[src/hw/sbert_defs.svh]
// Offsets, field positions, reset values and timing counts of the serial BERT block.
// Assumes inclusion by bare name from the package, the sequence register, the top module and the bench.
`ifndef SBERT_DEFS_SVH
`define SBERT_DEFS_SVH

// ----------------------------------------
// Register offsets
// ----------------------------------------
`define SBERT_AW 8
`define SBERT_A_CTRL 8'h00
`define SBERT_A_WORD 8'h04
`define SBERT_A_INJ_PER 8'h08
`define SBERT_A_CMD 8'h0c
`define SBERT_A_STATUS 8'h10
`define SBERT_A_ERR_CNT 8'h14
`define SBERT_A_BIT_CNT 8'h18
`define SBERT_A_WIN_ERR 8'h1c
`define SBERT_A_LOSS_THR 8'h20
`define SBERT_A_INT_STAT 8'h24
`define SBERT_A_INT_MASK 8'h28

// ----------------------------------------
// Field positions and reset values
// ----------------------------------------
`define SBERT_CTRL_W 12
`define SBERT_C_GEN_EN 0
`define SBERT_C_PAT_WORD 1
`define SBERT_C_INVERT 2
`define SBERT_C_RATE_EN 3
`define SBERT_C_AUTO 4
`define SBERT_C_DLY_LSB 8
`define SBERT_DLY_W 4
`define SBERT_CTRL_RST 12'h011
`define SBERT_WORD_W 16
`define SBERT_WIDX_W 4
`define SBERT_WORD_RST 16'h00ff
`define SBERT_INJ_PER_RST 16'h03e8
`define SBERT_LOSS_THR_RST 16'h0040
`define SBERT_K_INJECT 0
`define SBERT_K_CLR_CNT 1
`define SBERT_K_CLR_HIST 2
`define SBERT_K_RESEARCH 3
`define SBERT_S_LOCKED 0
`define SBERT_S_DEFAULTS 1
`define SBERT_S_HIST_ERR 2
`define SBERT_S_HIST_LOSS 3
`define SBERT_INT_W 3
`define SBERT_I_LOCK 0
`define SBERT_I_LOSS 1
`define SBERT_I_ERR 2

// ----------------------------------------
// Sequence and timing
// ----------------------------------------
`define SBERT_PSEUDO_RANDOM_SEQUENCE_LEN 23
`define SBERT_TAP_A 22
`define SBERT_TAP_B 17
`define SBERT_SEED 23'h7fffff
`define SBERT_LOCK_RUN 6'h20
`define SBERT_WIN_BITS 1024
`define SBERT_PCLK_NS 25
`define SBERT_BIT_NS 200
`define SBERT_BIT_CYC (`SBERT_BIT_NS / `SBERT_PCLK_NS)
`define SBERT_BOOT_LOAD 2'h3

`endif

[src/hw/sbert_pkg.sv]
// Types of the serial BERT block: receiver states and the registered state records.
// Assumes sbert_defs.svh is on the include path.
`include "sbert_defs.svh"

package sbert_pkg;

    typedef enum logic [1:0] {SBERT_RX_OFF, SBERT_RX_SEARCH, SBERT_RX_LOCK} sbert_rx_state_t;

    typedef struct packed {
        logic [`SBERT_PSEUDO_RANDOM_SEQUENCE_LEN-1:0] lfsr;
    } sbert_pseudo_random_sequence_state_t;

    typedef struct packed {
        sbert_rx_state_t rxs;
        logic [1:0] boot_cnt;
        logic boot_done;
        logic defaults_loaded;
        logic [`SBERT_CTRL_W-1:0] ctrl;
        logic [`SBERT_WORD_W-1:0] word;
        logic [15:0] inj_period;
        logic [15:0] loss_thr;
        logic [`SBERT_INT_W-1:0] int_stat;
        logic [`SBERT_INT_W-1:0] int_mask;
        logic irq;
        logic pready;
        logic pslverr;
        logic [31:0] prdata;
        logic [7:0] tx_div;
        logic tx_clk;
        logic tx_data;
        logic tx_sync;
        logic q4;
        logic tx_div4;
        logic [`SBERT_WIDX_W-1:0] widx_tx;
        logic inj_pend;
        logic [15:0] inj_cnt;
        logic rxc_s1;
        logic rxc_s2;
        logic rxc_s3;
        logic rxd_s1;
        logic rxd_s2;
        logic rst_s1;
        logic rst_s2;
        logic [15:0] dly;
        logic [`SBERT_WIDX_W-1:0] widx_rx;
        logic [5:0] run;
        logic [15:0] win_pos;
        logic [15:0] win_err;
        logic [15:0] win_err_last;
        logic [31:0] err_cnt;
        logic [31:0] bit_cnt;
        logic hist_err;
        logic hist_loss;
        logic locked;
    } sbert_state_t;

endpackage

[src/hw/sbert_prbs23.sv]
// Pseudo-random sequence register with feedback x^23 + x^18 + 1.
// Assumes a single clock; load shifts an outside bit in, adv shifts feedback in.
`timescale 1ns/1ps
`default_nettype none
`include "sbert_defs.svh"

module sbert_prbs23 (
    input wire logic clk,
    input wire logic rst_n,
    input wire logic load,
    input wire logic adv,
    input wire logic din,
    output logic [`SBERT_PSEUDO_RANDOM_SEQUENCE_LEN-1:0] state,
    output logic fb
);

    sbert_pkg::sbert_pseudo_random_sequence_state_t s;
    sbert_pkg::sbert_pseudo_random_sequence_state_t n;

    // ----------------------------------------
    // Feedback and shift
    // ----------------------------------------
    assign fb = s.lfsr[`SBERT_TAP_A] ^ s.lfsr[`SBERT_TAP_B];
    assign state = s.lfsr;

    always_comb begin
        n = s;
        if (load) begin
            n.lfsr = {s.lfsr[`SBERT_PSEUDO_RANDOM_SEQUENCE_LEN-2:0], din};
        end else if (adv) begin
            n.lfsr = {s.lfsr[`SBERT_PSEUDO_RANDOM_SEQUENCE_LEN-2:0], fb};
        end
    end

    always_ff @(posedge clk or negedge rst_n) begin
        if (!rst_n) begin
            s <= '{lfsr: `SBERT_SEED};
        end else begin
            s <= n;
        end
    end

endmodule
`default_nettype wire

[src/hw/sbert_top.sv]
// Serial BERT pattern generator and error analyzer with an APB register file.
// Assumes pclk at 40 MHz; rx_clk, rx_data and restore_req are asynchronous pins.
//
// Decided for this implementation: the APB register port and the register addresses.
`timescale 1ns/1ps
`default_nettype none
`include "sbert_defs.svh"

module sbert_top #(
    parameter int BIT_CYC = `SBERT_BIT_CYC,
    parameter int WIN_BITS = `SBERT_WIN_BITS
) (
    input wire logic pclk,
    input wire logic presetn,
    input wire logic psel,
    input wire logic penable,
    input wire logic pwrite,
    input wire logic [`SBERT_AW-1:0] paddr,
    input wire logic [31:0] pwdata,
    output logic [31:0] prdata,
    output logic pready,
    output logic pslverr,
    output logic irq,
    input wire logic [`SBERT_CTRL_W-1:0] retained_cfg,
    input wire logic restore_req,
    output logic tx_clk,
    output logic tx_data,
    output logic tx_clk_div4,
    output logic tx_sync,
    input wire logic rx_clk,
    input wire logic rx_data,
    output logic rx_locked
);

    sbert_pkg::sbert_state_t s;
    sbert_pkg::sbert_state_t n;

    logic [`SBERT_PSEUDO_RANDOM_SEQUENCE_LEN-1:0] tx_state;
    logic tx_fb;
    logic rx_fb;
    logic tx_start;
    logic tx_adv;
    logic rx_rise;
    logic rx_bit;
    logic rx_load;
    logic rx_adv;
    logic gen_en;
    logic pat_word;
    logic inv;
    logic [15:0] rx_line;

    // ----------------------------------------
    // Shared decode
    // ----------------------------------------
    assign gen_en = s.ctrl[`SBERT_C_GEN_EN];
    assign pat_word = s.ctrl[`SBERT_C_PAT_WORD];
    assign inv = s.ctrl[`SBERT_C_INVERT];
    assign tx_start = (s.tx_div == 8'(BIT_CYC - 1));
    assign tx_adv = tx_start & gen_en & ~pat_word;
    assign rx_rise = s.rxc_s2 & ~s.rxc_s3;
    assign rx_line = {s.dly[14:0], s.rxd_s2};
    assign rx_bit = rx_line[s.ctrl[`SBERT_C_DLY_LSB +: `SBERT_DLY_W]] ^ inv;
    assign rx_load = rx_rise & (s.rxs == sbert_pkg::SBERT_RX_SEARCH);
    assign rx_adv = rx_rise & (s.rxs == sbert_pkg::SBERT_RX_LOCK);

    // ----------------------------------------
    // Sequence generators
    // ----------------------------------------
    sbert_prbs23 u_tx_pseudo_random_sequence (
        .clk(pclk),
        .rst_n(presetn),
        .load(1'b0),
        .adv(tx_adv),
        .din(1'b0),
        .state(tx_state),
        .fb(tx_fb)
    );

    sbert_prbs23 u_rx_pseudo_random_sequence (
        .clk(pclk),
        .rst_n(presetn),
        .load(rx_load),
        .adv(rx_adv),
        .din(rx_bit),
        .state(),
        .fb(rx_fb)
    );

    // ----------------------------------------
    // Next state
    // ----------------------------------------
    always_comb begin
        logic acc;
        logic wr;
        logic [31:0] rd;
        logic rd_ok;
        logic [3:0] cmd;
        logic [`SBERT_INT_W-1:0] ev;
        logic [`SBERT_INT_W-1:0] w1c;
        logic pred;
        logic mism;
        logic [15:0] win_sum;
        logic tx_bit;
        logic rate_hit;
        acc = psel & penable & s.pready;
        wr = acc & pwrite;
        rd = 32'h0;
        rd_ok = 1'b1;
        cmd = 4'h0;
        ev = '0;
        w1c = '0;
        pred = 1'b0;
        mism = 1'b0;
        win_sum = 16'h0;
        tx_bit = 1'b0;
        rate_hit = 1'b0;
        n = s;

        // Pin synchronisers and data delay line
        n.rxc_s1 = rx_clk;
        n.rxc_s2 = s.rxc_s1;
        n.rxc_s3 = s.rxc_s2;
        n.rxd_s1 = rx_data;
        n.rxd_s2 = s.rxd_s1;
        n.rst_s1 = restore_req;
        n.rst_s2 = s.rst_s1;
        n.dly = {s.dly[14:0], s.rxd_s2};

        // APB slave: one wait state, answer on the second access cycle
        unique case (paddr)
            `SBERT_A_CTRL: rd = {20'h0, s.ctrl};
            `SBERT_A_WORD: rd = {16'h0, s.word};
            `SBERT_A_INJ_PER: rd = {16'h0, s.inj_period};
            `SBERT_A_CMD: rd = 32'h0;
            `SBERT_A_STATUS: rd = {28'h0, s.hist_loss, s.hist_err, s.defaults_loaded, s.locked};
            `SBERT_A_ERR_CNT: rd = s.err_cnt;
            `SBERT_A_BIT_CNT: rd = s.bit_cnt;
            `SBERT_A_WIN_ERR: rd = {16'h0, s.win_err_last};
            `SBERT_A_LOSS_THR: rd = {16'h0, s.loss_thr};
            `SBERT_A_INT_STAT: rd = {29'h0, s.int_stat};
            `SBERT_A_INT_MASK: rd = {29'h0, s.int_mask};
            default: rd_ok = 1'b0;
        endcase
        n.pready = psel & penable & ~s.pready;
        n.pslverr = psel & penable & ~s.pready & ~rd_ok;
        if (psel && penable && !s.pready) begin
            n.prdata = pwrite ? 32'h0 : rd;
        end
        if (wr && rd_ok) begin
            unique case (paddr)
                `SBERT_A_CTRL: n.ctrl = pwdata[`SBERT_CTRL_W-1:0];
                `SBERT_A_WORD: n.word = pwdata[`SBERT_WORD_W-1:0];
                `SBERT_A_INJ_PER: n.inj_period = pwdata[15:0];
                `SBERT_A_CMD: cmd = pwdata[3:0];
                `SBERT_A_LOSS_THR: n.loss_thr = pwdata[15:0];
                `SBERT_A_INT_STAT: w1c = pwdata[`SBERT_INT_W-1:0];
                `SBERT_A_INT_MASK: n.int_mask = pwdata[`SBERT_INT_W-1:0];
                default: ;
            endcase
        end

        // Power-up settings: restore pin chooses defaults over retained ones
        if (!s.boot_done) begin
            n.boot_cnt = 2'(s.boot_cnt + 2'h1);
            if (s.boot_cnt == `SBERT_BOOT_LOAD) begin
                n.boot_done = 1'b1;
                if (s.rst_s2) begin
                    n.ctrl = `SBERT_CTRL_RST;
                    n.word = `SBERT_WORD_RST;
                    n.inj_period = `SBERT_INJ_PER_RST;
                    n.loss_thr = `SBERT_LOSS_THR_RST;
                    n.defaults_loaded = 1'b1;
                end else begin
                    n.ctrl = retained_cfg;
                end
            end
        end

        // Generator: bit timing, NRZ data, injection, sync, quarter clock
        n.tx_div = tx_start ? 8'h0 : 8'(s.tx_div + 8'h1);
        n.tx_clk = (n.tx_div < 8'(BIT_CYC / 2));
        n.inj_pend = s.inj_pend | cmd[`SBERT_K_INJECT];
        if (tx_start) begin
            rate_hit = s.ctrl[`SBERT_C_RATE_EN] & ~s.inj_pend
                & (s.inj_cnt >= s.inj_period);
            if (!s.ctrl[`SBERT_C_RATE_EN] || rate_hit) begin
                n.inj_cnt = 16'h0;
            end else begin
                n.inj_cnt = 16'(s.inj_cnt + 16'h1);
            end
            tx_bit = (pat_word ? s.word[s.widx_tx] : tx_fb) ^ inv;
            n.tx_data = gen_en & (tx_bit ^ (s.inj_pend | rate_hit));
            n.inj_pend = cmd[`SBERT_K_INJECT];
            n.tx_sync = gen_en & (pat_word ? (s.widx_tx == '0)
                : (tx_state == `SBERT_SEED));
            n.widx_tx = `SBERT_WIDX_W'(s.widx_tx + 1'b1);
            n.q4 = ~s.q4;
            if (s.q4) begin
                n.tx_div4 = ~s.tx_div4;
            end
        end

        // Analyzer: search, lock, error counting
        pred = pat_word ? s.word[s.widx_rx] : rx_fb;
        mism = rx_bit ^ pred;
        win_sum = 16'(s.win_err + {15'h0, mism});
        unique case (s.rxs)
            sbert_pkg::SBERT_RX_OFF: begin
                n.run = 6'h0;
                if (s.ctrl[`SBERT_C_AUTO]) begin
                    n.rxs = sbert_pkg::SBERT_RX_SEARCH;
                end
            end
            sbert_pkg::SBERT_RX_SEARCH: begin
                if (!s.ctrl[`SBERT_C_AUTO]) begin
                    n.rxs = sbert_pkg::SBERT_RX_OFF;
                end else if (rx_rise) begin
                    if (mism) begin
                        n.run = 6'h0;
                    end else begin
                        n.run = 6'(s.run + 6'h1);
                        n.widx_rx = `SBERT_WIDX_W'(s.widx_rx + 1'b1);
                        if (n.run == `SBERT_LOCK_RUN) begin
                            n.rxs = sbert_pkg::SBERT_RX_LOCK;
                            n.win_pos = 16'h0;
                            n.win_err = 16'h0;
                            ev[`SBERT_I_LOCK] = 1'b1;
                        end
                    end
                end
            end
            sbert_pkg::SBERT_RX_LOCK: begin
                if (cmd[`SBERT_K_RESEARCH]) begin
                    n.rxs = sbert_pkg::SBERT_RX_SEARCH;
                    n.run = 6'h0;
                end else if (rx_rise) begin
                    n.widx_rx = `SBERT_WIDX_W'(s.widx_rx + 1'b1);
                    n.bit_cnt = s.bit_cnt + 32'h1;
                    n.err_cnt = s.err_cnt + {31'h0, mism};
                    n.win_err = win_sum;
                    n.win_pos = 16'(s.win_pos + 16'h1);
                    if (mism) begin
                        n.hist_err = 1'b1;
                        ev[`SBERT_I_ERR] = 1'b1;
                    end
                    if (s.win_pos == 16'(WIN_BITS - 1)) begin
                        n.win_err_last = win_sum;
                        n.win_err = 16'h0;
                        n.win_pos = 16'h0;
                    end
                    if (win_sum > s.loss_thr) begin
                        n.rxs = sbert_pkg::SBERT_RX_SEARCH;
                        n.run = 6'h0;
                        n.hist_loss = 1'b1;
                        ev[`SBERT_I_LOSS] = 1'b1;
                    end
                end
            end
        endcase
        n.locked = (n.rxs == sbert_pkg::SBERT_RX_LOCK);

        // Clear commands; history set wins over its clear
        if (cmd[`SBERT_K_CLR_CNT]) begin
            n.err_cnt = 32'h0;
            n.bit_cnt = 32'h0;
            n.win_err = 16'h0;
            n.win_err_last = 16'h0;
            n.win_pos = 16'h0;
        end
        if (cmd[`SBERT_K_CLR_HIST]) begin
            n.hist_err = rx_adv & mism;
            n.hist_loss = ev[`SBERT_I_LOSS];
        end

        // Interrupt status, write one to clear, set wins
        n.int_stat = (s.int_stat & ~w1c) | ev;
        n.irq = |(n.int_stat & n.int_mask);
    end

    // ----------------------------------------
    // State register
    // ----------------------------------------
    always_ff @(posedge pclk or negedge presetn) begin
        if (!presetn) begin
            s <= '0;
            s.rxs <= sbert_pkg::SBERT_RX_OFF;
            s.ctrl <= `SBERT_CTRL_RST;
            s.word <= `SBERT_WORD_RST;
            s.inj_period <= `SBERT_INJ_PER_RST;
            s.loss_thr <= `SBERT_LOSS_THR_RST;
            s.tx_div <= 8'(BIT_CYC - 1);
        end else begin
            s <= n;
        end
    end

    // ----------------------------------------
    // Outputs
    // ----------------------------------------
    assign prdata = s.prdata;
    assign pready = s.pready;
    assign pslverr = s.pslverr;
    assign irq = s.irq;
    assign tx_clk = s.tx_clk;
    assign tx_data = s.tx_data;
    assign tx_clk_div4 = s.tx_div4;
    assign tx_sync = s.tx_sync;
    assign rx_locked = s.locked;

endmodule
`default_nettype wire

[config.mk]
export PLATFORM = sky130hd
export DESIGN_NAME = sbert_top
export DESIGN_NICKNAME = d
export VERILOG_FILES = /design/src/hw/sbert_pkg.sv /design/src/hw/sbert_prbs23.sv /design/src/hw/sbert_top.sv
export VERILOG_INCLUDE_DIRS = /design/src /design/src/hw
export SDC_FILE = /design/constraint.sdc
export NUM_CORES = 1
export LEC_CHECK = 0
export BUFFER_PORTS_ARGS = -buffer_cell sky130_fd_sc_hd__buf_2
export CELL_PAD_IN_SITES_DETAIL_PLACEMENT = 1
export CELL_PAD_IN_SITES_GLOBAL_PLACEMENT = 1
export CORE_MARGIN = 2
export CORE_UTILIZATION = 35
export DETAILED_ROUTE_END_ITERATION = 10
export GPL_TIMING_DRIVEN = 0
export HOLD_SLACK_MARGIN = 0.12
export PLACE_DENSITY = 0.66
export SLEW_MARGIN = 20
export SYNTH_ARGS = -nofsm -noshare
export SYNTH_HDL_FRONTEND = slang
export SYNTH_SLANG_ARGS = --single-unit
export TNS_END_PERCENT = 5
[constraint.sdc]
create_clock -name pclk -period 7 [get_ports pclk]
set_input_delay 0 -clock pclk [delete_from_list [all_inputs] [get_ports pclk]]
set_output_delay 0 -clock pclk [all_outputs]
set_load 0.05 [all_outputs]
# Word-level counts from Yosys, hierarchy flattened
# Cells that the tools add are included.
# op_classes
addsub	10
order_cmp	6
eq_ne	33
mux	72
bitwise	35
n_reduce_logical	30
# ops
operator	n
one-hot mux 32 bit (10 select lines)	1
2-to-1 mux 124 bit	1
2-to-1 mux 62 bit	2
2-to-1 mux 114 bit	1
2-to-1 mux 112 bit	1
2-to-1 mux 32 bit	3
2-to-1 mux 48 bit	2
2-to-1 mux 42 bit	2
2-to-1 mux 82 bit	1
2-to-1 mux 16 bit	4
one-hot mux 32 bit (2 select lines)	1
2-to-1 mux 60 bit	1
2-to-1 mux 23 bit	2
adder 16 x 1 -> 16 bit, second input constant	2
adder 32 x 1 -> 32 bit	1
adder 32 x 1 -> 32 bit, second input constant	1
== test 8 x 5 -> 1 bit, second input constant	4
== test 8 x 6 -> 1 bit, second input constant	3
2-to-1 mux 12 bit	2
2-to-1 mux 2 bit	12
== test 23 bit, second input constant	1
2-to-1 mux 6 bit	3
one-hot mux 6 bit (3 select lines)	1
nonzero test 2 bit	9
48 further kinds	125
# word_totals
regBits	334
in_bits	60
out_inout_bits	40
elab_cells	229

# Logic depth before layout (Yosys ltp)
# Gate-level depths: netlist (run 1).
# logic_depth
depth_word	13
depth_mapped	24

# Cells and area by module
# A second synthesis (run 1) with hierarchy kept.
# hier_totals
cells_unflattened	1726
area_unflattened_um2	17425.5
# by_module_without_submodules
module	n_inst	cells_each	area_each_um2	seq_area_each_um2
sbert_top	1	1576	15080.7	7231.9
sbert_prbs23	2	75	1172.4	604.3

# Least setup slack after synthesis (run 1)
# Ideal clock, no wire load.
# synth_path
path_type	register -> register
start	register s[279] (netlist name)
end	register s[118] (netlist name)
setup_ns	0.095
arrival_ns	5.613
t_required_ns	6.905
setup_slack_ns	1.292
path_stages_with_launch	24
path_buffers	2
synth_period_minus_slack_ns	5.708
cell_sequence	dfrtp_1 buf_2 mux4_2 mux4_2 xnor2_2 or3_2 and2_1 inv_1 ha_1 ha_1 nand2_1 or2_2 clkbuf_1 nor2_1 xnor2_1 inv_1 ha_1 nand4_1 nor4_1 o21ai_0 a21oi_1 o21ai_1 or2_2 o31ai_1
# synth_via
elab_chain_cells	8
# synth_rtl
item	line	text
start, declared	sbert_top.sv:35	sbert_pkg::sbert_state_t s;
start signal, assigned	sbert_top.sv:293	s <= n;
binary-select mux 1 bit (select 4 bit) *	sbert_top.sv:62	assign rx_bit = rx_line[s.ctrl[`SBERT_C_DLY_LSB +: `SBERT_DLY_W]] ^ inv;
2-to-1 mux 1 bit *	sbert_top.sv:62	
XOR 1 bit *	sbert_top.sv:62	
XOR 1 bit *	sbert_top.sv:205	mism = rx_bit ^ pred;
adder 16 x 1 -> 16 bit or 2-to-1 mux 6 bit (tied branches)	sbert_top.sv:206, sbert_top.sv:218	
> comparator 16 bit or 2-to-1 mux 42 bit (tied branches)	sbert_top.sv:251, sbert_top.sv:217	
inequality test 3 x 1 -> 1 bit (no line) or 2-to-1 mux 42 bit (tied branches)	n/a	
AND reduction 4 bit (no line) or one-hot mux 6 bit (3 select lines) (tied branches)	n/a	
# Every way passes the cells marked *; elsewhere a longest branch is shown, timed or not. The select of a mux whose other input is x is not followed.
# A chain may end at the register's enable or synchronous reset.

# Final worst setup path (run 1)
# Same ends and word-level chain as after synthesis.

==> impl_metrics.tcl, run 1 <==
set metrics [dict create \
    top_usage_layer "met2" \
    cts_sinks 334 \
    clk_root_buffer_cell "clkbuf_16" \
    placed_area_mm2 0.0181 \
    yosysMostFrequentCell "dfrtp_1" \
    power_frac_clock_pct 45.5 \
    crit_required_ns 7.47 \
    worstMarginPinSlew_ns 1.06 \
    grtUsageMet3_pct 3.04 \
    synth_fp_nets 1817 \
    synth_top_area_cell "dfrtp_1" \
    synthArstFlopShare_pct 100 \
    ys_warn_count 0 \
    fmax_mhz 151 \
    rsz0062_at_grt "false" \
    p_per_area_mw_per_mm2 227 \
    ys_types 66 \
    leakage_nw 8.99 \
    drive_gt1_share_pct 17.2 \
    grt-ovfl-total 0 \
    antenna_found_initial 2 \
    fp.coreArea_mm2 0.0476 \
    utilization_pct 42.1 \
    grt.met1_usage_pct 29.8 \
    grt_pass1_vias 14900 \
    pin_count 100 \
    synth_top_area_share_pct 39.8 \
    multiInputGateArea_mm2 0.00765 \
    clkTransAtPathRegs_ns 0.06 \
    antenna_left 0 \
    cts_tree "built" \
    slew_violations 0 \
    final_nets 2003 \
    arrival_ns 7.07 \
    ys_ff_latch 334 \
    drt_wl_total_um 53600 \
    seqCellArea_mm2 0.00844 \
    p_switching_w 0.00116 \
    first_pass_iters 8 \
    netlist_area_mm2 0.0168 \
    min_path_type "in2reg" \
    cts_buffer_depth 3 \
    vias_per_cell 5.49 \
    setup_viol 0 \
    setup.worst_path.end_class "register" \
    synth-edff-count 0 \
    p_int_w 0.00341 \
    wire_per_inst_um 21.1 \
    htree_levels 2 \
    use_met2_pct 36.0 \
    cp-start-kind "register" \
    cts_made_buffers 40 \
    final_hold_viol_count 0 \
    synthCells 1710 \
    fillers 5406 \
    ir_worst_vdd_uv 208 \
    worstSetupPathType "reg2reg" \
    fin_crit_ns 6.60 \
    start_util_pct 35.3 \
    via_count 14000 \
    grt_pass1_wl_um 85200 \
    die_area_mm2 0.0499 \
    synth_seq_area_share_pct 50.1 \
    swShare_pct 25.3 \
    syn_to_final_growth_pct 19.2 \
    clk_latency_ns 0.57 \
    track_usage_pct 22.0 \
    fp.dieW_um 223 \
    syn_area_per_cell_um2 9.85 \
    synthTopCellsByCount "dfrtp_1 (268), nand2_1 (233), nor2_1 (144)" \
    period_share_pct 94.3 \
    place_congestion 0.875 \
    grt_max_degree 92 \
    drc 0 \
    skew_ns 0.0179 \
    comb_power_share_pct 9.1 \
    seqPwrFrac_pct 45.4 \
    drt-initial-drc-count 1164 \
    design_area_mm2 0.0201 \
    die_h_um 223 \
    timing.max_cap.violations 0 \
    cp_max_fo 9 \
    dpl.hpwl_um 39500 \
    relSlewSlack_pct 28.9 \
    port_buffers 80 \
    synth_area_leaders "dfrtp_1 (40%), dfstp_2 (10%), nand2_1 (5.2%)" \
    synth_ff_type "dfrtp_1" \
    row_count 80 \
    outcome "finished clean" \
]
[power groups by stage]
stage | clock network [W] | registers [W] | logic [W]
floorplan | 0 | 0.00209 | 0.000235
global placement | 0 | 0.00210 | 0.000371
detailed placement | 0 | 0.00210 | 0.000392
CTS | 0.00213 | 0.00207 | 0.000420
global route | 0.00220 | 0.00208 | 0.000461
finish | 0.00208 | 0.00207 | 0.000415
[cells by family (layout without fill, tap and decap cells)]
logic type | Yosys count | in the layout | share of synthesized area, %
other | 0 | 2 | 0
DFF | 334 | 334 | 50.1
muxes | 83 | 83 | 6.26
buffers and inverters | 176 | 392 | 4.68
xor gates and xnor gates | 93 | 93 | 4.88
and+or+nand+nor | 637 | 637 | 17.6
adders and majority gates | 47 | 47 | 3.49
AOI/OAI and AO/OA | 340 | 340 | 12.9
[placed cells by master (no fill, tap or decap), drive strengths merged, types with 47 or more instances in the layout]
cell type | Yosys | layout
dfrtp | 268 | 268
nand2 | 233 | 233
nor2 | 144 | 144
clkbuf | 73 | 135
buf | 43 | 128
o21ai | 100 | 100
a21oi | 93 | 93
nand3 | 85 | 85
dfstp | 66 | 66
inv | 60 | 63
dlygate4sd3 | 0 | 58
xor2 | 50 | 50
mux2 | 49 | 49
ha | 47 | 47
[area by class of cell]
cell class / instances / share of cell area (%)
Inverter: 60 / 1.12
Tap cell: 615 / 3.83
Buffer: 116 / 2.82
Antenna cell: 2 / 0.0249
Clock inverter: 11 / 0.592
Clock buffer: 61 / 5.83
Timing Repair Buffer: 144 / 5.62
Multi-Input combinational cell: 1200 / 38.1
Sequential cell: 334 / 42.0
[repair_timing]
item	4_1_cts	5_1_grt
hold buffers	59	0
hold endpoints to repair	265	0
pin swaps	0	1
setup buffers	0	1
setup endpoints to repair	6	7
resized for setup	4	4
[routing by layer]
metal	vias up	part of all wire [%]
li1	6407	-
met4	0	3.3
met2	325	47
met1	7135	46
met5	-	0
met3	95	4.4
[through the flow]
stage	hold WS, ns	TNS, ns	std cells	worst slack [ns]	power [W]
6_report	0.216	0	2543	0.396	0.00457
3_5_place_dp	-0.109	-1.03	2409	-0.337	0.00250
5_1_grt	0.223	0	2543	0.0221	0.00475
3_3_place_gp	0.108	-180.83	2405	-0.711	0.00247
4_1_cts	0.188	0	2540	0.0182	0.00463
2_1_floorplan	-0.296	0	1710	1.29	0.00232
[worst max-delay path: stages, from the launching register on]
cell,delay [ns]
dfrtp_1,0.32
clkbuf_4,0.23
mux4_2,0.54
mux4_2,0.53
xnor2_2,0.17
or3_2,0.56
and2_1,0.24
inv_2,0.16
ha_2,0.25
ha_2,0.27
nand2_1,0.12
or2_2,0.31
clkbuf_1,0.19
nor2_1,0.16
xnor2_1,0.19
inv_1,0.08
ha_1,0.29
nand4_1,0.23
nor4_4,0.41
o21ai_0,0.23
a21oi_2,0.30
o21ai_2,0.18
or2_2,0.33
o31ai_1,0.20
[flip-flops by register name, indices dropped and copies added (netlist names)]
register / flops
tx_clk_div4: 1
tx_clk: 1
tx_data: 1
rx_locked: 1
n: 20
pslverr: 1
u_rx_pseudo_random_sequence.state: 23
inv: 1
tx_sync: 1
gen_en: 1
u_tx_pseudo_random_sequence.state: 23
irq: 1
pready: 1
pat_word: 1
s: 225
prdata: 32
[final timing paths]
kind,slack [ns],to,depth (start not counted),from
worst max-delay path,0.40,s[118],23,s[279]
worst min-delay path,0.22,s[35],5,psel
worst max register to register,0.40,s[118],23,s[279]
worst min register to register,0.35,n[125],0,n[143]
max in group asynchronous,5.26,prdata[12],6,presetn
min in group asynchronous,0.56,s[275],3,presetn
Note: power is estimated with default switching activity, not from simulation.
==> run 2, diff against run 1 <==
CORE_ASPECT_RATIO = 1.2   (was unset)
GPL_TIMING_DRIVEN = unset   (was 0)
==> run 2 against run 1 <==
  * Die area about the same
  * Clock power barely moved
  * Design area fell by 2.6%
  * Clock skew shrank 0.0021 ns
  * Flip-flop and latch count unchanged
  * Critical path depth decreased by 2
  * Cell count is 3.6% lower
  * Via count down 3.2%
  * Sequential share of layout area grew 1.1 points
  * Power fell by 0.81%
  * Register-to-register slack better by 0.098 ns
  * Largest power group is now sequential cells
  * Highest routed layer is now met5
==> impl_metrics.tcl, run 2 (synthesized netlist as in run 1, its figures left out) <==
set metrics [dict create \
    outcome "finished clean" \
    start_util_pct 35.2 \
    fp.coreArea_mm2 0.0478 \
    rsz0062_at_grt "false" \
    grtUsageMet3_pct 2.85 \
    min_path_type "in2async" \
    cts_sinks 334 \
    layout_common_cells "dfrtp_1 (268), nand2_1 (233), nor2_1 (137), o21ai_0 (97), a21oi_1 (91)" \
    antenna_found_initial 2 \
    utilization_pct 40.9 \
    p_switching_w 0.00114 \
    drt_wl_total_um 52000 \
    first_pass_iters 9 \
    row_count 88 \
    r2r_cells 21 \
    critPathLaunch "s[279]" \
    die_h_um 244 \
    design_area_mm2 0.0195 \
    drt-initial-drc-count 985 \
    htree_levels 2 \
    relSlewSlack_pct 29.0 \
    largest-register "s" \
    clk_latency_ns 0.55 \
    dpl.hpwl_um 36900 \
    clkTransAtPathRegs_ns 0.06 \
    clk_root_buffer_cell "clkbuf_16" \
    fin_crit_ns 6.51 \
    drc 0 \
    postCtsSetupRepairBufs 0 \
    cts_buffer_depth 3 \
    track_usage_pct 20.9 \
    swShare_pct 25.1 \
    p_int_w 0.00339 \
    die_area_mm2 0.0499 \
    p_total_w 0.00453 \
    setup_viol 0 \
    grt_pass1_vias 14000 \
    cp-start-kind "register" \
    seqPwrFrac_pct 45.9 \
    grt_max_degree 162 \
    wire_per_inst_um 21.2 \
    final_nets 1900 \
    leakage_nw 8.76 \
    cts_made_buffers 39 \
    timing.max_cap.violations 0 \
    fmax_mhz 154 \
    grt_pass1_wl_um 81600 \
    finalSetupTns_ns 0 \
    p_per_area_mw_per_mm2 232 \
    grt-ovfl-total 0 \
    antenna_left 0 \
    drive_gt1_share_pct 17.3 \
    vias_per_cell 5.51 \
    diodes 0 \
    use_met2_pct 36.1 \
    syn_to_final_growth_pct 16.1 \
    comb_power_share_pct 8.6 \
    arrival_ns 6.95 \
    layout_commonest_cell "dfrtp_1" \
    grt.met1_usage_pct 26.7 \
    period_share_pct 93.0 \
    cts_tree "built" \
    worstMarginPinSlew_ns 1.06 \
    ir_worst_vdd_uv 136 \
    skew_ns 0.0158 \
    placed_area_mm2 0.0177 \
    port_buffers 83 \
    cp_max_fo 7 \
    worstSetupPathType "reg2reg" \
    pin_count 100 \
    crit_required_ns 7.44 \
    largest_reg_flops 225 \
    timing.hold.ws_ns 0.114 \
    timing.rr.start "s[279]" \
    slew_violations 0 \
    power_frac_clock_pct 45.6 \
    via_count 13500 \
    final_hold_viol_count 0 \
    top_usage_layer "met2" \
    place_congestion 0.869 \
    setup.worst_path.end_class "register" \
    fp.dieW_um 204 \
]
run 2: changes by cell type in the layout (fill, tap and decap cells not counted), moves of 2 or more:
cell / previous run / this run
clkbuf_1: 85 / 11
buf_4: 33 / 17
nor2_1: 144 / 137
buf_1: 6 / 0
nor2_2: 0 / 5
buf_16: 4 / 0
inv_6: 3 / 0
diode_2: 2 / 0
dlygate4sd3_1: 58 / 56
ha_1: 45 / 47
ha_2: 2 / 0
nor2_4: 0 / 2
nor3_1: 21 / 19
nor3_2: 0 / 2
run 2: power by group through the flow:
stage | logic [W] | registers (W) | clock network [W]
floorplan | 0.000235 | 0.00209 | 0
CTS | 0.000393 | 0.00208 | 0.00213
global route | 0.000431 | 0.00209 | 0.00219
global placement | 0.000356 | 0.00211 | 0
finish | 0.000388 | 0.00208 | 0.00206
detailed placement | 0.000368 | 0.00211 | 0
run 2: repair_timing:
| item | 4_1_cts | 5_1_grt |
|---|---|---|
| setup endpoints to repair | 0 | 7 |
| hold buffers | 56 | 0 |
| gates resized for setup | 0 | 2 |
| endpoints found under the hold margin | 179 | 0 |
run 2: area by class of cell:
type,count,area (um^2)
inverters,60,225
clock inverters,11,125
repair buffers,158,1140
multi-input cells,1200,7660
well taps,630,788
flip-flops and latches,334,8440
clock buffers,59,1160
fillers,5453,28200
run 2: path summary, 6_finish.rpt:
kind / to / slack, ns
worst max register to register: s[118] / 0.49
min in group pclk: s[4] / 0.26
max in group asynchronous: s[63] / 5.41
worst min register to register: n[145] / 0.35
worst min-delay path: n[143] / 0.11
worst max-delay path: s[118] / 0.49
run 2: worst max-delay path, cell delays in order (launching register included):
cell,delay [ns]
dfrtp_1,0.54
mux4_2,0.56
mux4_2,0.53
xnor2_2,0.17
or3_2,0.54
and2_1,0.23
inv_1,0.16
ha_1,0.28
ha_1,0.34
nand2_1,0.16
or2_2,0.38
nor2_1,0.14
xnor2_1,0.18
inv_1,0.08
ha_1,0.30
nand4_1,0.19
nor4_2,0.45
o21ai_0,0.22
a21oi_2,0.31
o21ai_1,0.14
or2_2,0.32
o31ai_1,0.19
run 2: metrics by stage:
step | instances | worst slack (ns)
global placement | 2325 | 0.491
global route | 2452 | 0.0366
CTS | 2451 | 0.261
detailed placement | 2325 | 0.282
floorplan | 1710 | 1.29
finish | 2452 | 0.493
run 2: per-layer routing:
metal	vias up	part of all wire, %
met5	-	0.052
met4	4	3.5
met3	107	4.7
met2	359	50
met1	6860	42
li1	6180	-
==> run 3, diff against run 2 <==
CORE_UTILIZATION = 45   (was 35)
CTS_BUF_LIST = sky130_fd_sc_hd__clkbuf_8   (was unset)
PLACE_DENSITY = 0.8   (was 0.66)
==> run 3 against run 2 <==
  * First-iteration DRC count rose by 12%
  * Power shrank 5.7%
  * Register-to-register slack got worse by 0.09 ns
  * Design area fell by 1.2%
  * Critical path type unchanged
  * Critical endpoint is now s[117]
==> impl_metrics.tcl, run 3 (synthesized netlist as in run 1, its figures left out) <==
set metrics [dict create \
    outcome "finished clean" \
    grt_pass1_wl_um 82200 \
    clk_latency_ns 0.65 \
    setup_slack_ns 0.407 \
    fp.dieW_um 181 \
    relSlewSlack_pct 26.6 \
    vias_per_cell 5.93 \
    die_area_mm2 0.0390 \
    via_count 13800 \
    post-place-ws_ns 0.312 \
    setup_viol 0 \
    crit_required_ns 7.52 \
    cts_sinks 334 \
    first_pass_iters 9 \
    period_share_pct 94.2 \
    clkTransAtPathRegs_ns 0.06 \
    multiInputGateArea_mm2 0.00765 \
    worstMarginPinSlew_ns 1.09 \
    grt_pass1_vias 14700 \
    ir_worst_vdd_uv 187 \
    diodes 0 \
    grt-ovfl-total 0 \
    pin_count 100 \
    slew_violations 0 \
    fp.coreArea_mm2 0.0369 \
    start_util_pct 45.6 \
    leakage_nw 8.82 \
    p_per_area_mw_per_mm2 221 \
    row_count 77 \
    largest_reg_flops 225 \
    dpl.hpwl_um 35000 \
    final_nets 1924 \
    grt_max_degree 165 \
    worstSetupPathType "reg2reg" \
    cp-start-kind "register" \
    antenna_found_initial 1 \
    dp.cells 2170 \
    fin_cells 2335 \
    drc 0 \
    crit_chain "mux4_2 -> mux4_2 -> xnor2_2 -> or3_2 -> and2_1 -> inv_1 -> ha_1 -> ha_1 -> nand2_1 -> or2_2 -> nor2_1 -> xnor2_1 -> inv_1 -> ha_1 -> nand4_1 -> nor4_2 -> o21ai_0 -> a21oi_1 -> buf_4 -> o21ai_2 -> or2_2 -> o21ai_0" \
    min_path_type "in2reg" \
    drt-initial-drc-count 1104 \
    path_delay_family "simple AND/OR/NAND/NOR gates" \
    wire_per_inst_um 22.0 \
    die_h_um 216 \
    worst-path-buf-inv 3 \
    skew_ns 0.0478 \
    fmax_mhz 152 \
    final_hold_viol_count 0 \
    fin_crit_ns 6.59 \
    track_usage_pct 26.6 \
    crit_top_cell "ha_1" \
    syn_to_final_growth_pct 14.7 \
    layout_commonest_cell "dfrtp_1" \
    cts_buffer_depth 3 \
    seqCellArea_mm2 0.00844 \
    rsz0062_at_grt "false" \
    port_buffers 83 \
    htree_levels 2 \
    antenna_left 0 \
    drt_wl_total_um 51400 \
    timing.max_cap.violations 0 \
    finalSetupTns_ns 0 \
    arrival_ns 7.11 \
    r2r_slack_ns 0.41 \
    worst_path_max_delay_cell "mux4_2" \
    setup.worst_path.end_class "register" \
    fillers 4182 \
    place_congestion 0.909 \
    cts_made_buffers 56 \
    cp_max_fo 9 \
    drive_gt1_share_pct 18.6 \
    crit_path_max_incr_delay_ns 0.59 \
    largest-register "s" \
    cts_tree "built" \
    layout_common_cells "dfrtp_1 (268), nand2_1 (233), nor2_1 (139), o21ai_0 (97), a21oi_1 (92)" \
    clk_root_buffer_cell "clkbuf_8" \
]
[run 3: cell types whose count changed in the layout (fill, tap and decap cells not counted), sizes merged]
cell / previous run / this run
bufinv: 2 / 1
dlygate4sd3: 56 / 61
clkbuf: 59 / 71
clkinv: 6 / 15
buf: 102 / 104
clkinvlp: 2 / 0
inv: 61 / 75
[run 3: cell type report]
class                   instances  area share [%]
clock buffers                  71            5.06
clock inverters                31           0.965
inverters                      60            1.17
multi-input cells            1200            39.6
flip-flops and latches        334            43.7
well taps                     474            3.07
repair buffers                165            6.39
[run 3: final timing paths]
path,start,to,cells after the start
hold / removal,pwdata[15],s[270],4
setup reg to reg,s[279],s[117],22
setup / recovery,s[279],s[117],22
min in group asynchronous,presetn,u_rx_pseudo_random_sequence.state[13],3
hold reg to reg,n[141],s[141],0
max in group asynchronous,presetn,s[9],4
[run 3: per-stage QoR]
| stage | hold WS [ns] | utilization [%] | power, W | area, um^2 |
|---|---|---|---|---|
| CTS | 0.181 | 52.2 | 0.00431 | 19300 |
| floorplan | -0.296 | - | 0.00232 | 16800 |
| detailed placement | 0.0907 | 47.4 | 0.00247 | 17500 |
| global placement | 0.0732 | 47.4 | 0.00245 | 17500 |
| global route | 0.222 | 52.3 | 0.00445 | 19300 |
| finish | 0.205 | 52.3 | 0.00427 | 19300 |
[run 3: worst register-to-register path, delay by kind of cell (launching register included)]
family | cells | cell delay [ns]
AO/OA/AOI/OAI | 4 | 0.69
flip-flops | 1 | 0.56
XOR/XNOR | 2 | 0.37
buffers and inverters | 3 | 0.39
multiplexers | 2 | 1.11
adder cells (fa/ha/maj) | 3 | 0.93
AND/OR/NAND/NOR | 8 | 2.40
[run 3: repair_timing]
action,in CTS,in global routing
endpoints found under the setup margin,0,5
hold endpoints to repair,186,0
resized for setup,0,2
buffers inserted,0,0
hold buffers,62,0
[run 3: report_power, final]
group | leakage (nW) | internal, W | switching (W)
sequential | 4.24 | 0.00202 | 0.0000671
combinational | 3.92 | 0.000149 | 0.000235
clock | 0.665 | 0.000958 | 0.000844
total | 8.82 | 0.00312 | 0.00115
[run 3: per-layer routing]
| metal | global-route usage [%] | part of all wire (%) | up-vias |
|---|---|---|---|
| met3 | 4.29 | 4.9 | 143 |
| met2 | 45.5 | 49 | 434 |
| met5 | 0 | 0.025 | - |
| met4 | 11.9 | 5.0 | 2 |
| li1 | - | - | 6234 |
| met1 | 33.2 | 41 | 7027 |
